===== src/include/dpt_pkg.sv =====
// Shared constants, lane codes, state type and cycle helpers for the HS burst sequencer.
// Assumes a 125 MHz system clock; all interval counts derive from it.
package dpt_pkg;

    // ************************************************************
    // Clock and counter sizing
    // ************************************************************
    localparam int CLK_PS = 8000;
    localparam int CLK_NS = 8;
    localparam int CNT_W  = 16;
    localparam int SET_W  = 12;

    // ************************************************************
    // Interval figures in ns and UI
    // ************************************************************
    localparam int TLPX_NS       = 50;
    localparam int CPREP_MIN_NS  = 38;
    localparam int CPREP_MAX_NS  = 95;
    localparam int CPZ_MIN_NS    = 300;
    localparam int CPRE_MIN_UI   = 8;
    localparam int CTRAIL_MIN_NS = 60;
    localparam int CPOST_MIN_NS  = 60;
    localparam int CPOST_MIN_UI  = 52;
    localparam int HPREP_MIN_NS  = 40;
    localparam int HPREP_MIN_UI  = 4;
    localparam int HPREP_MAX_NS  = 85;
    localparam int HPREP_MAX_UI  = 6;
    localparam int HPZ_MIN_NS    = 145;
    localparam int HPZ_MIN_UI    = 10;
    localparam int TRAIL_NS      = 60;
    localparam int TRAIL_UI_A    = 8;
    localparam int TRAIL_UI_B    = 4;
    localparam int N_FWD         = 1;
    localparam int N_REV         = 4;
    localparam logic [SET_W-1:0] SETTLE_MIN_NS = 12'h028;
    localparam logic [SET_W-1:0] SETTLE_MAX_NS = 12'hA1E;

    // ************************************************************
    // Lane line states and burst header
    // ************************************************************
    localparam logic [1:0] LP_11 = 2'h3;
    localparam logic [1:0] LP_01 = 2'h1;
    localparam logic [1:0] LP_00 = 2'h0;
    localparam logic [7:0] SYNC_BYTE = 8'hB8;

    typedef enum logic [3:0] {
        ST_STOP, ST_CRQ, ST_CPREP, ST_CZERO, ST_CPRE, ST_DRQ, ST_DPREP,
        ST_DZERO, ST_SYNC, ST_PAY, ST_DTRAIL, ST_CPOST, ST_CTRAIL
    } dpt_state_t;

    // Least time rounds up, longest rounds down, never below one cycle.
    function automatic int cyc_min(int ns, int ui, int ui_ps);
        int v;
        v = (ns * 1000 + ui * ui_ps + CLK_PS - 1) / CLK_PS;
        return (v < 1) ? 1 : v;
    endfunction : cyc_min

    function automatic int cyc_max(int ns, int ui, int ui_ps);
        int v;
        v = (ns * 1000 + ui * ui_ps) / CLK_PS;
        return (v < 1) ? 1 : v;
    endfunction : cyc_max

    function automatic int imax(int a, int b);
        return (a > b) ? a : b;
    endfunction : imax

endpackage : dpt_pkg


===== src/include/dpt_fifo_if.sv =====
// Valid/ready stream carrier between the sequencer and its byte FIFO.
// Assumes both ends run on the same clock.
`timescale 1ns/1ns
`default_nettype none
interface dpt_fifo_if #(parameter int W = 8);
    logic         in_valid;
    logic         in_ready;
    logic [W-1:0] in_data;
    logic         out_valid;
    logic         out_ready;
    logic [W-1:0] out_data;
    modport fifo (input in_valid, in_data, out_ready, output in_ready, out_valid, out_data);
    modport user (output in_valid, in_data, out_ready, input in_ready, out_valid, out_data);
endinterface : dpt_fifo_if
`default_nettype wire


===== src/rtl/dpt_fifo.sv =====
// Synchronous first-in first-out buffer with valid/ready on both sides.
// Assumes DEPTH is a power of two; the clock enable freezes all state.
`timescale 1ns/1ns
`default_nettype none
module dpt_fifo
    import dpt_pkg::*;
#(
    parameter int W     = 8,
    parameter int DEPTH = 16
) (
    // Clock, reset and freeze
    input  wire logic clk,
    input  wire logic arst_n,
    input  wire logic ce,
    // Stream ports
    dpt_fifo_if.fifo  q
);
    localparam int AW = $clog2(DEPTH);

    if (DEPTH < 2 || (1 << AW) != DEPTH) begin : g_bad_depth
        $error("dpt_fifo: DEPTH must be a power of two, at least 2");
    end

    logic [W-1:0] mem [DEPTH];
    logic [AW:0]  wp_ff;
    logic [AW:0]  rp_ff;
    logic         full;
    logic         empty;
    logic         wr;
    logic         rd;

    assign empty       = (wp_ff == rp_ff);
    assign full        = (wp_ff[AW] != rp_ff[AW]) && (wp_ff[AW-1:0] == rp_ff[AW-1:0]);
    assign wr          = ce && q.in_valid && !full;
    assign rd          = ce && q.out_ready && !empty;
    assign q.in_ready  = !full;
    assign q.out_valid = !empty;
    assign q.out_data  = mem[rp_ff[AW-1:0]];

    always_ff @(posedge clk) begin
        if (wr) begin
            mem[wp_ff[AW-1:0]] <= q.in_data;
        end
    end

    always_ff @(posedge clk or negedge arst_n) begin
        if (!arst_n) begin
            wp_ff <= '0;
            rp_ff <= '0;
        end else begin
            if (wr) begin
                wp_ff <= wp_ff + 1'b1;
            end
            if (rd) begin
                rp_ff <= rp_ff + 1'b1;
            end
        end
    end

endmodule : dpt_fifo
`default_nettype wire


===== src/rtl/dpt_hs_timing.sv =====
// Low-power to high-speed burst sequencer for one clock lane and one data lane,
// plus receive-side settle timers for both lanes.
// Assumes a 125 MHz clk; link_clk and the receive LP lines are asynchronous pins.
//
// Notes on behaviour
// Clock keeps toggling 60 ns plus 52 UI after data trail ends.
// Clock runs at least 8 UI before data lane leaves low power.
// Clock lane holds LP-00 between 38 and 95 ns before HS-0.
// Receiver ignores clock lane HS transitions 95 to 300 ns from prepare start.
// Clock lane holds HS-0 at least 60 ns after last clock bit.
// Clock prepare plus clock zero last at least 300 ns.
// Data LP-00 lasts 40 ns plus 4 UI to 85 ns plus 6 UI.
// Receiver ignores data transitions until settle, responds after 145 ns plus 10 UI.
// Data trail lasts max of n*8 UI and 60 ns plus n*4 UI.
// Trail multiplier n is 1 forward and 4 reverse.
// Every driven low-power state lasts at least 50 ns; the code does so for LP-11 and LP-01, not LP-00.
// Data prepare plus zero last at least 145 ns plus 10 UI.
// Lanes enter HS through LP-11, LP-01, LP-00 in order.
// Lanes return to LP-11 stop state on leaving HS.
// Clock and data settle timers configurable from 40 to 2590 ns.
// Counts run on the known clock, rounded so minima and maxima hold.
`timescale 1ns/1ns
`default_nettype none
module dpt_hs_timing
    import dpt_pkg::*;
#(
    parameter int UI_PS = 1000,
    parameter int DW    = 8,
    parameter int DEPTH = 16
) (
    // Clock, reset and freeze
    input  wire logic          clk,
    input  wire logic          arst_n,
    input  wire logic          ce,
    // Transmit byte stream
    input  wire logic          tx_req,
    input  wire logic          reverse_dir,
    input  wire logic          tx_valid,
    input  wire logic [DW-1:0] tx_data,
    output logic               tx_ready,
    output logic               tx_busy,
    // Link byte clock pin
    input  wire logic          link_clk,
    // Transmit lane drive
    output logic [1:0]         clk_lane_lp,
    output logic               clk_lane_hs_oe,
    output logic               clk_lane_run,
    output logic [1:0]         dat_lane_lp,
    output logic               dat_lane_hs_oe,
    output logic               dat_lane_trail,
    output logic [DW-1:0]      hs_byte,
    output logic               hs_byte_strb,
    // Receive lane sense and settle
    input  wire logic [1:0]    rx_clk_lp,
    input  wire logic [1:0]    rx_dat_lp,
    input  wire logic [11:0]   rx_clk_settle_ns,
    input  wire logic [11:0]   rx_dat_settle_ns,
    output logic               rx_clk_hs_act,
    output logic               rx_dat_hs_act
);

    // ************************************************************
    // Interval counts in clk cycles
    // ************************************************************
    localparam int C_LPX      = cyc_min(TLPX_NS, 0, UI_PS);
    localparam int C_CPREP    = cyc_min(CPREP_MIN_NS, 0, UI_PS);
    localparam int C_CPREP_MX = cyc_max(CPREP_MAX_NS, 0, UI_PS);
    localparam int C_CZERO    = imax(1, cyc_min(CPZ_MIN_NS, 0, UI_PS) - C_CPREP);
    localparam int C_CPRE     = cyc_min(0, CPRE_MIN_UI, UI_PS);
    localparam int C_HPREP    = cyc_min(HPREP_MIN_NS, HPREP_MIN_UI, UI_PS);
    localparam int C_HPREP_MX = cyc_max(HPREP_MAX_NS, HPREP_MAX_UI, UI_PS);
    localparam int C_HZERO    = imax(1, cyc_min(HPZ_MIN_NS, HPZ_MIN_UI, UI_PS) - C_HPREP);
    localparam int C_TRL_F    = imax(cyc_min(0, TRAIL_UI_A * N_FWD, UI_PS),
                                     cyc_min(TRAIL_NS, TRAIL_UI_B * N_FWD, UI_PS));
    localparam int C_TRL_R    = imax(cyc_min(0, TRAIL_UI_A * N_REV, UI_PS),
                                     cyc_min(TRAIL_NS, TRAIL_UI_B * N_REV, UI_PS));
    localparam int C_CPOST    = cyc_min(CPOST_MIN_NS, CPOST_MIN_UI, UI_PS);
    localparam int C_CTRAIL   = cyc_min(CTRAIL_MIN_NS, 0, UI_PS);

    // No UI can push a prepare minimum past its maximum; the check refuses that all the same.
    if (UI_PS < 1 || DW < 1 || C_CPREP > C_CPREP_MX || C_HPREP > C_HPREP_MX) begin : g_bad
        $error("dpt_hs_timing: UI_PS or DW cannot meet the prepare windows");
    end

    // ************************************************************
    // Pin synchronisers and link edge
    // ************************************************************
    logic [4:0] pin_s1_ff;
    logic [4:0] pin_s2_ff;
    logic       lk_d_ff;
    logic       link_rise;

    always_ff @(posedge clk or negedge arst_n) begin
        if (!arst_n) begin
            pin_s1_ff <= {1'b0, LP_11, LP_11};
            pin_s2_ff <= {1'b0, LP_11, LP_11};
            lk_d_ff   <= 1'b0;
        end else if (ce) begin
            pin_s1_ff <= {link_clk, rx_dat_lp, rx_clk_lp};
            pin_s2_ff <= pin_s1_ff;
            lk_d_ff   <= pin_s2_ff[4];
        end
    end

    assign link_rise = pin_s2_ff[4] && !lk_d_ff;

    // ************************************************************
    // Byte FIFO
    // ************************************************************
    dpt_fifo_if #(.W(DW)) fq ();

    dpt_fifo #(.W(DW), .DEPTH(DEPTH)) u_fifo (
        .clk    (clk),
        .arst_n (arst_n),
        .ce     (ce),
        .q      (fq.fifo)
    );

    dpt_state_t       state_ff;
    dpt_state_t       nxt_state;
    logic [CNT_W-1:0] cnt_ff;
    logic [CNT_W-1:0] ld_val;
    logic             rev_ff;
    logic             cnt_zero;
    logic             st_chg;
    logic             pop;

    assign fq.in_valid  = tx_valid;
    assign fq.in_data   = tx_data;
    assign tx_ready     = fq.in_ready;
    assign pop          = (state_ff == ST_PAY) && link_rise && fq.out_valid;
    assign fq.out_ready = pop;

    // ************************************************************
    // Burst sequencer
    // ************************************************************
    assign cnt_zero = (cnt_ff == '0);
    assign st_chg   = (nxt_state != state_ff);

    always_comb begin
        nxt_state = state_ff;
        case (state_ff)
            ST_STOP: if (cnt_zero && tx_req && fq.out_valid) nxt_state = ST_CRQ;
            ST_CRQ: if (cnt_zero) nxt_state = ST_CPREP;
            ST_CPREP: if (cnt_zero) nxt_state = ST_CZERO;
            ST_CZERO: if (cnt_zero) nxt_state = ST_CPRE;
            ST_CPRE: if (cnt_zero) nxt_state = ST_DRQ;
            ST_DRQ: if (cnt_zero) nxt_state = ST_DPREP;
            ST_DPREP: if (cnt_zero) nxt_state = ST_DZERO;
            ST_DZERO: if (cnt_zero) nxt_state = ST_SYNC;
            ST_SYNC: if (link_rise) nxt_state = ST_PAY;
            ST_PAY: if (link_rise && !fq.out_valid) nxt_state = ST_DTRAIL;
            ST_DTRAIL: if (cnt_zero) nxt_state = ST_CPOST;
            ST_CPOST: if (cnt_zero) nxt_state = ST_CTRAIL;
            ST_CTRAIL: if (cnt_zero) nxt_state = ST_STOP;
            default: nxt_state = ST_STOP;
        endcase
    end

    // Each state but ST_SYNC and ST_PAY lasts its load value plus one enabled cycle, ST_STOP at least that.
    always_comb begin
        case (nxt_state)
            ST_STOP, ST_CRQ, ST_DRQ: ld_val = CNT_W'(C_LPX - 1);
            ST_CPREP: ld_val = CNT_W'(C_CPREP - 1);
            ST_CZERO: ld_val = CNT_W'(C_CZERO - 1);
            ST_CPRE: ld_val = CNT_W'(C_CPRE - 1);
            ST_DPREP: ld_val = CNT_W'(C_HPREP - 1);
            ST_DZERO: ld_val = CNT_W'(C_HZERO - 1);
            ST_DTRAIL: ld_val = rev_ff ? CNT_W'(C_TRL_R - 1) : CNT_W'(C_TRL_F - 1);
            ST_CPOST: ld_val = CNT_W'(C_CPOST - 1);
            ST_CTRAIL: ld_val = CNT_W'(C_CTRAIL - 1);
            default: ld_val = '0;
        endcase
    end

    always_ff @(posedge clk or negedge arst_n) begin
        if (!arst_n) begin
            state_ff <= ST_STOP;
            cnt_ff   <= CNT_W'(C_LPX - 1);
            rev_ff   <= 1'b0;
        end else if (ce) begin
            state_ff <= nxt_state;
            cnt_ff   <= st_chg ? ld_val : (cnt_zero ? cnt_ff : cnt_ff - 1'b1);
            if (state_ff == ST_STOP && st_chg) begin
                rev_ff <= reverse_dir;
            end
        end
    end

    // ************************************************************
    // Lane drive decode, registered
    // ************************************************************
    logic [1:0] n_clk_lp;
    logic [1:0] n_dat_lp;
    logic       n_clk_hs;
    logic       n_clk_run;
    logic       n_dat_hs;

    assign n_clk_lp  = (nxt_state == ST_STOP) ? LP_11 :
                       (nxt_state == ST_CRQ) ? LP_01 : LP_00;
    assign n_clk_hs  = !(nxt_state inside {ST_STOP, ST_CRQ, ST_CPREP});
    assign n_clk_run = nxt_state inside {ST_CPRE, ST_DRQ, ST_DPREP, ST_DZERO, ST_SYNC,
                                         ST_PAY, ST_DTRAIL, ST_CPOST};
    assign n_dat_lp  = (nxt_state == ST_DRQ) ? LP_01 :
                       (nxt_state inside {ST_DPREP, ST_DZERO, ST_SYNC, ST_PAY, ST_DTRAIL})
                       ? LP_00 : LP_11;
    assign n_dat_hs  = nxt_state inside {ST_DZERO, ST_SYNC, ST_PAY, ST_DTRAIL};

    always_ff @(posedge clk or negedge arst_n) begin
        if (!arst_n) begin
            clk_lane_lp    <= LP_11;
            clk_lane_hs_oe <= 1'b0;
            clk_lane_run   <= 1'b0;
            dat_lane_lp    <= LP_11;
            dat_lane_hs_oe <= 1'b0;
            dat_lane_trail <= 1'b0;
            tx_busy        <= 1'b0;
        end else if (ce) begin
            clk_lane_lp    <= n_clk_lp;
            clk_lane_hs_oe <= n_clk_hs;
            clk_lane_run   <= n_clk_run;
            dat_lane_lp    <= n_dat_lp;
            dat_lane_hs_oe <= n_dat_hs;
            dat_lane_trail <= (nxt_state == ST_DTRAIL);
            tx_busy        <= (nxt_state != ST_STOP);
        end
    end

    // The sync header goes out on the first link rise seen in ST_SYNC, payload on later ones.
    always_ff @(posedge clk or negedge arst_n) begin
        if (!arst_n) begin
            hs_byte      <= '0;
            hs_byte_strb <= 1'b0;
        end else if (ce) begin
            hs_byte_strb <= pop || (state_ff == ST_SYNC && link_rise);
            if (state_ff == ST_SYNC && link_rise) begin
                hs_byte <= DW'(SYNC_BYTE);
            end else if (pop) begin
                hs_byte <= fq.out_data;
            end
        end
    end

    // ************************************************************
    // Receive settle timers, lane 0 clock, lane 1 data
    // ************************************************************
    logic [1:0][1:0]       rx_lp;
    logic [1:0][SET_W-1:0] set_ns;
    logic [1:0][SET_W-1:0] set_lim;
    logic [1:0][SET_W-1:0] set_cyc;
    logic [1:0][SET_W-1:0] rcnt_ff;
    logic [1:0]            armed_ff;
    logic [1:0]            act_ff;

    assign rx_lp         = pin_s2_ff[3:0];
    assign set_ns        = {rx_dat_settle_ns, rx_clk_settle_ns};
    assign rx_clk_hs_act = act_ff[0];
    assign rx_dat_hs_act = act_ff[1];

    for (genvar i = 0; i < 2; i++) begin : g_rx
        assign set_lim[i] = (set_ns[i] < SETTLE_MIN_NS) ? SETTLE_MIN_NS :
                            (set_ns[i] > SETTLE_MAX_NS) ? SETTLE_MAX_NS : set_ns[i];
        assign set_cyc[i] = (set_lim[i] + SET_W'(CLK_NS - 1)) / SET_W'(CLK_NS);

        // Counting starts when LP-00 (prepare) is first seen; LP-11 ends the burst.
        always_ff @(posedge clk or negedge arst_n) begin
            if (!arst_n) begin
                armed_ff[i] <= 1'b0;
                act_ff[i]   <= 1'b0;
                rcnt_ff[i]  <= '0;
            end else if (ce) begin
                if (rx_lp[i] == LP_11) begin
                    armed_ff[i] <= 1'b0;
                    act_ff[i]   <= 1'b0;
                    rcnt_ff[i]  <= '0;
                end else if (rx_lp[i] == LP_00 && !armed_ff[i] && !act_ff[i]) begin
                    armed_ff[i] <= 1'b1;
                    rcnt_ff[i]  <= SET_W'(1);
                end else if (armed_ff[i]) begin
                    if (rcnt_ff[i] >= set_cyc[i]) begin
                        act_ff[i]   <= 1'b1;
                        armed_ff[i] <= 1'b0;
                    end else begin
                        rcnt_ff[i] <= rcnt_ff[i] + 1'b1;
                    end
                end
            end
        end

    end

    // ************************************************************
    // Checks
    // ************************************************************
    logic [CNT_W-1:0] dwell_ff;
    int               dwell;

    always_ff @(posedge clk or negedge arst_n) begin
        if (!arst_n) begin
            dwell_ff <= '0;
        end else if (ce) begin
            dwell_ff <= st_chg ? '0 : (&dwell_ff ? dwell_ff : dwell_ff + 1'b1);
        end
    end

    assign dwell = int'(dwell_ff) + 1;
endmodule : dpt_hs_timing
`default_nettype wire


===== config.mk =====
export PLATFORM = sky130hd
export DESIGN_NAME = dpt_hs_timing
export DESIGN_NICKNAME = d
export VERILOG_FILES = /design/src/include/dpt_pkg.sv /design/src/include/dpt_fifo_if.sv /design/src/rtl/dpt_fifo.sv /design/src/rtl/dpt_hs_timing.sv
export SDC_FILE = /design/constraint.sdc
export NUM_CORES = 1
export LEC_CHECK = 0
export ABC_AREA = 1
export BUFFER_PORTS_ARGS = -buffer_cell sky130_fd_sc_hd__buf_2
export CELL_PAD_IN_SITES_DETAIL_PLACEMENT = 0
export CELL_PAD_IN_SITES_GLOBAL_PLACEMENT = 1
export CORE_ASPECT_RATIO = 0.7
export CORE_MARGIN = 4
export CORE_UTILIZATION = 34
export DETAILED_ROUTE_END_ITERATION = 16
export PLACE_DENSITY = 0.63
export SLEW_MARGIN = 20
export SYNTH_ARGS = -nofsm -noshare
export SYNTH_HDL_FRONTEND = slang
export SYNTH_SLANG_ARGS = --single-unit

===== constraint.sdc =====
create_clock -name clk -period 2.9 [get_ports clk]
set_input_delay 0.145 -clock clk [delete_from_list [all_inputs] [get_ports clk]]
set_output_delay 0.145 -clock clk [all_outputs]
set_load 0.02 [all_outputs]

# --- After elaboration in Yosys (flattened, before gate mapping) ---
# Memories as Yosys holds them, arrays and structs flattened.
# Cells that the tools add are included.
totals:
  ram_bits: 128
  input_bits: 43
  word_cells: 178
  mem_count: 1
  ff_bits: 88
mem_list:
  columns: ["memory", "depth", "word_bits", "read_ports", "rd_clocked_by_memory_dff", "wr", "line", "source"]
  rows:
  - ["u_fifo.mem", 16, 8, 1, 0, 1, "dpt_fifo.sv:24", "logic [W-1:0] mem [DEPTH];"]
op_classes:
  n_reduce_logical: 52
  magnitude_cmp: 6
  muxes: 54
  n_addsub: 7
  eq_ne: 35
ops:
  columns: ["operator", "n"]
  rows:
  - ["two-way mux 12 bit", 12]
  - ["two-way mux 4 bit", 14]
  - ["one-hot mux 4 bit (13 select lines)", 1]
  - ["one-hot mux 6 bit (7 select lines)", 1]
  - ["equality test 4 bit (second input constant)", 10]
  - ["equality test 4 x 3 -> 1 bit (second input constant)", 8]
  - ["two-way mux 16 bit", 2]
  - ["adder 12 x 1 -> 12 bit (second input constant)", 2]
  - ["adder 12 x 3 -> 12 bit (second input constant)", 2]
  - ["greater-or-equal comparator 12 x 9 -> 1 bit", 2]
  - ["greater-than comparator 12 bit (second input constant)", 2]
  - ["less-than comparator 12 x 6 -> 1 bit (second input constant)", 2]
  - ["two-way mux 1 bit", 19]
  - ["logical AND 1 bit", 17]
  - ["equality test 4 x 2 -> 1 bit (second input constant)", 4]
  - ["logical NOT 16 bit", 1]
  - ["two-way mux 8 bit", 2]
  - ["subtractor 16 x 1 -> 16 bit (second input constant)", 1]
  - ["adder 5 x 1 -> 5 bit (second input constant)", 2]
  - ["nonzero test 2 bit", 5]
  - ["nonzero test 3 bit", 3]
  - ["equality test 4 x 1 -> 1 bit (second input constant)", 2]
  - ["logical NOT 1 bit", 8]
  - ["logical NOT 4 bit", 2]
  - ["19 further kinds", 30]

# --- Depth between registers and ports, before layout ---
logic_depth:
  word_depth: 9
  ltp_mapped: 24
  depth_no_buf: 24

# --- Modules after synthesis ---
# Synthesis repeated with hierarchy kept, for this count alone.
unflattened:
  hier_cells: 1309
  hier_area_um2: 11228.3
by_module_without_submodules:
  columns: ["mod", "seq_area_each_um2", "n_inst", "area_each_um2", "cells_each"]
  rows:
  - ["dpt_fifo", 4093.9, 1, 5941.9, 562]
  - ["dpt_hs_timing", 1969.4, 1, 5286.3, 747]

# --- Worst setup path before layout ---
# No wires, ideal clock.
synth_timing:
  path_type: "input-to-reg"
  startpoint: "input rx_dat_settle_ns[8]"
  endpoint: "register rcnt_ff[12] (netlist bit)"
  n_path_buf: 1
  t_arrival_ns: 2.727
  path_stages: 22
  required_time_ns: 2.768
  setup_slack_ns: 0.041
  cell_sequence: "nor3_1 inv_1 o31ai_1 nand2_1 nand2_1 inv_1 nor2_1 nor2_1 nand2_1 nor2_1 nand3_1 xor2_1 ha_1 a21oi_1 o21ai_0 nand2_1 nand4_1 o21ai_0 nor2_1 nor2_1 buf_2 o22ai_1"
synth_between:
  elab_chain_cells: 7
  elab_cells_between_ends: 8
  classes_between: "add/sub (1); order compare (3); eq/ne (1); mux (2); reduce/logical (1)"
synth_lines:
  columns: ["element", "line", "source"]
  rows:
  - ["start, declared", "dpt_hs_timing.sv:57", "input wire logic [11:0] rx_dat_settle_ns,"]
  - ["greater-than comparator 12 bit", "dpt_hs_timing.sv:262", "(set_ns[i] > SETTLE_MAX_NS) ? SETTLE_MAX_NS : set_ns[i];"]
  - ["two-way mux 12 bit", "dpt_hs_timing.sv:262", null]
  - ["two-way mux 12 bit *", "dpt_hs_timing.sv:261", "assign set_lim[i] = (set_ns[i] < SETTLE_MIN_NS) ? SETTLE_MIN_NS :"]
  - ["adder 12 x 3 -> 12 bit *", "dpt_hs_timing.sv:263", "assign set_cyc[i] = (set_lim[i] + SET_W'(CLK_NS - 1)) / SET_W'(CLK_NS);"]
  - ["greater-or-equal comparator 12 x 9 -> 1 bit *", "dpt_hs_timing.sv:280", "if (rcnt_ff[i] >= set_cyc[i]) begin"]
  - ["!= test 3 bit (no line) *", null, null]
  - ["AND reduction 3 bit (no line) *", null, null]
  - ["end signal, assigned by index", "dpt_hs_timing.sv:284", "rcnt_ff[i] <= rcnt_ff[i] + 1'b1;"]
  - ["end, declared", "dpt_hs_timing.sv:251", "logic [1:0][SET_W-1:0] rcnt_ff;"]
# Every way passes the cells marked *; elsewhere a longest branch is shown, timed or not.
# A chain may end at the register's enable or synchronous reset.

# --- Final worst setup path ---
layout_timing:
  startpoint: "register u_fifo.rp_ff[0]"
  endpoint: "memory u_fifo.mem[15][5], enable pin"
layout_between:
  elab_chain_cells: 6
layout_lines:
  columns: ["element", "line", "source"]
  rows:
  - ["start, declared", "dpt_fifo.sv:26", "logic [AW:0] rp_ff;"]
  - ["start signal, assigned", "dpt_fifo.sv:55", "rp_ff <= rp_ff + 1'b1;"]
  - ["equality test 4 bit", "dpt_fifo.sv:33", "assign full = (wp_ff[AW] != rp_ff[AW]) && (wp_ff[AW-1:0] == rp_ff[AW-1:0]);"]
  - ["logical AND 1 bit", "dpt_fifo.sv:33", null]
  - ["logical NOT 1 bit", "dpt_fifo.sv:34", "assign wr = ce && q.in_valid && !full;"]
  - ["logical AND 1 bit", "dpt_fifo.sv:34", null]
  - ["two-way mux 1 bit", "dpt_fifo.sv:41", "if (wr) begin"]
  - ["two-way mux 1 bit (not written as such)", "dpt_fifo.sv:42", "mem[wp_ff[AW-1:0]] <= q.in_data;"]
  - ["end, declared", "dpt_fifo.sv:24", null]
# Every way passes these cells.

==> results_dict.tcl <==
set metrics [dict create \
    status "complete, no violations" \
    viasPerCell 4.87 \
    relSlewSlack_pct 56.7 \
    num_vias 8530 \
    fmax_ghz 0.380 \
    cts_setup_buffers 0 \
    ant_nets 0 \
    die_h_um 157 \
    muxShareOfSynthArea_pct 0.105 \
    yosys.area.top_type "edfxtp_1" \
    die_w_um 221 \
    grtUsageTotal_pct 16.1 \
    synth_fp_nets 1241 \
    p_leak_nw 5.61 \
    post-route-util_pct 41.5 \
    crit_type "reg -> reg" \
    ir_drop_mv 0.547 \
    initial_core_util_pct 34.5 \
    avgSynthCellArea_sq_um 9.19 \
    maxSlewViolCount 0 \
    finalWorstSetupSlack_ns 0.271 \
    grt_max_degree 50 \
    dr.pass1.iters 5 \
    synth_area_sq_um 10800 \
    grt_pass1_wl_um 44300 \
    drcViolationCount 0 \
    synth_flop_cell "edfxtp_1" \
    async_flop_share_pct 40.7 \
    yosysSeqAreaShare_pct 56.3 \
    synth-edff-count 128 \
    netlist.area_leader.share_pct 35.7 \
    mostFrequentLayoutCells "nand2_1, nor2_1, edfxtp_1" \
    placeableCoreArea_sq_um 31200 \
    row_count 54 \
    worstPathRequired_ns 3.12 \
    synth_area_leaders "edfxtp_1, dfrtp_1, nand2_1" \
    htree_levels 1 \
    routedWlPerCell_um 15.9 \
    drive_gt1_share_pct 17.3 \
    tightestPinTransition_ns 0.642 \
    holdWs_ns 0.0311 \
    port_buffers 63 \
    powerDensity_nw_per_um2 890 \
    period_share_pct 90.7 \
    cts-root-buf "clkbuf_16" \
    clock_latency_ns 0.53 \
    cp-end-kind "flip-flop" \
    tritoncts.num_buffers 25 \
    synth_top_family_by_area "simple AND/OR/NAND/NOR gates" \
    critPathMaxFanout 21 \
    ys_types 51 \
    antenna_found_initial 0 \
    maxCapViolations 0 \
    syn_inst 1172 \
    ys_seq_elements 216 \
    gp_congestion 0.798 \
    cp.arrival_ns 2.85 \
    finalSetupViolations 0 \
    pre_cts_slack_ns -0.309 \
    grt_pass1_vias 8105 \
    synth_compound_area_share_pct 10.5 \
    syn2layout_area_growth_pct 20.2 \
    io_pins 64 \
    nFillCells 3132 \
    max-clock-path-buffers 3 \
    r2r_cells 11 \
    hold_path.class "in -> reg" \
    nets 1381 \
    fin_crit_ns 2.63 \
    synthAdderAreaFrac_pct 3.02 \
    mostFrequentLayoutCell "nand2_1" \
    yosysWarnings 0 \
    start_kind "flip-flop" \
    finClkSkew_ns 0.0192 \
    cts_tree "yes" \
    whs_path_depth 1 \
    cts.sinks 216 \
    clk_pin_slew_ns 0.06 \
    overflow 0 \
    dieArea_sq_um 34600 \
    synthSimpleGateAreaFrac_pct 21.7 \
    design_area_sq_um 12900 \
    postPlaceCellArea_sq_um 12100 \
    drtIter0Drc 585 \
    dp_hpwl_um 19300 \
    hold_viol 0 \
    drt-total-wl_um 27800 \
    synthXorXnorAreaFrac_pct 2.68 \
]
==> sequential cells by signal (all words and copies together), names as in the netlist, 4 cells and up <==
signal        count
u_fifo.wp_ff      5
rcnt_ff          24
u_fifo.rp_ff      5
pin_s1_ff         5
u_fifo.mem      128
hs_byte           8
pin_s2_ff         5
state_ff          4
cnt_ff           16
==> path summary, 6_finish.rpt <==
check / startpoint / end / slack [ns]
worst min-delay path: tx_data[1] / u_fifo.mem[0][1] / 0.03
worst min register to register: pin_s1_ff[1] / pin_s1_ff[1] / 0.46
worst max-delay path: u_fifo.rp_ff[0] / u_fifo.mem[15][5] / 0.27
max in group asynchronous: arst_n / pin_s1_ff[2] / 2.02
min in group asynchronous: arst_n / u_fifo.rp_ff[1] / 0.16
worst max register to register: u_fifo.rp_ff[0] / u_fifo.mem[15][5] / 0.27
==> critical path: stages, from the launching register on <==
cell,delay (ns)
dfrtp_2,0.62
inv_2,0.21
nand2_1,0.11
nand2_1,0.05
nand2_1,0.06
nor2_1,0.06
nand2_1,0.12
nand3_1,0.18
inv_1,0.22
nand2_1,0.21
nor2_1,0.27
buf_4,0.23
==> Yosys cell counts (3+ instances only) <==
master    instances
o21ai_0         100
xor2_1           19
nand2_4           4
nand3_1          49
o211ai_1          7
nor3_1           14
ha_1             26
nor4_1           10
inv_2             8
inv_1           109
o31ai_1           4
o22ai_1          31
xnor2_1          14
o221ai_1         12
buf_2             4
edfxtp_1        128
clkbuf_1         31
and3_1            3
a21oi_1          17
nand2_1         246
nor2_1          176
nand4_1          25
dfrtp_1          74
nand2_2           5
dfstp_2          14
a22o_1            4
nor2_4            4
clkinv_1          3
a21oi_2           3
==> logic make-up (layout without fill, tap and decap cells) <==
kind of cell	after synthesis	in the layout
compound gates	192	192
xor+xnor	33	33
fa+ha+maj	26	26
buf+inv	159	318
flops	216	216
mux	1	1
other cells	0	1
simple gates	545	545
==> power breakdown <==
part | switching (W) | total, W | internal [W]
clock network | 0.00121 | 0.00296 | 0.00175
registers | 0.000421 | 0.00418 | 0.00376
logic | 0.00286 | 0.00438 | 0.00151
==> timing repair <==
item,CTS,global route
hold buffers,8,0
setup endpoints to repair,0,24
hold endpoints to repair,46,0
resized for setup,0,6
==> area by class of cell <==
type                    instances  area (sq um)  area share (%)
clock inverters                10          75.1           0.580
multi-input cells             797          4110            31.8
repair buffers                151          1010            7.81
inverters                     121           457            3.53
well taps                     420           526            4.06
clock buffers                  36           697            5.38
flip-flops and latches        216          6060            46.9
diodes                          1          2.50          0.0193
==> layer usage <==
metal / track usage, % / vias to the layer above / wire length [um]
met2: 22.8 / 165 / 11400
met4: 3.53 / 0 / 515
met5: 0 / - / 0
met3: 2.68 / 32 / 1380
li1: - / 4265 / -
met1: 25.7 / 4068 / 14600
==> stage by stage <==
stage	TNS, ns	total power, W	cells
final	0	0.0115	1752
after global routing	-0.0391	0.0124	1751
after CTS	0	0.0116	1751
after detailed placement	-5.52	0.00864	1697
after global placement	-3.18	0.00863	1697
after floorplan	0	0.00724	1172
Note: power is estimated with default switching activity, not from simulation.
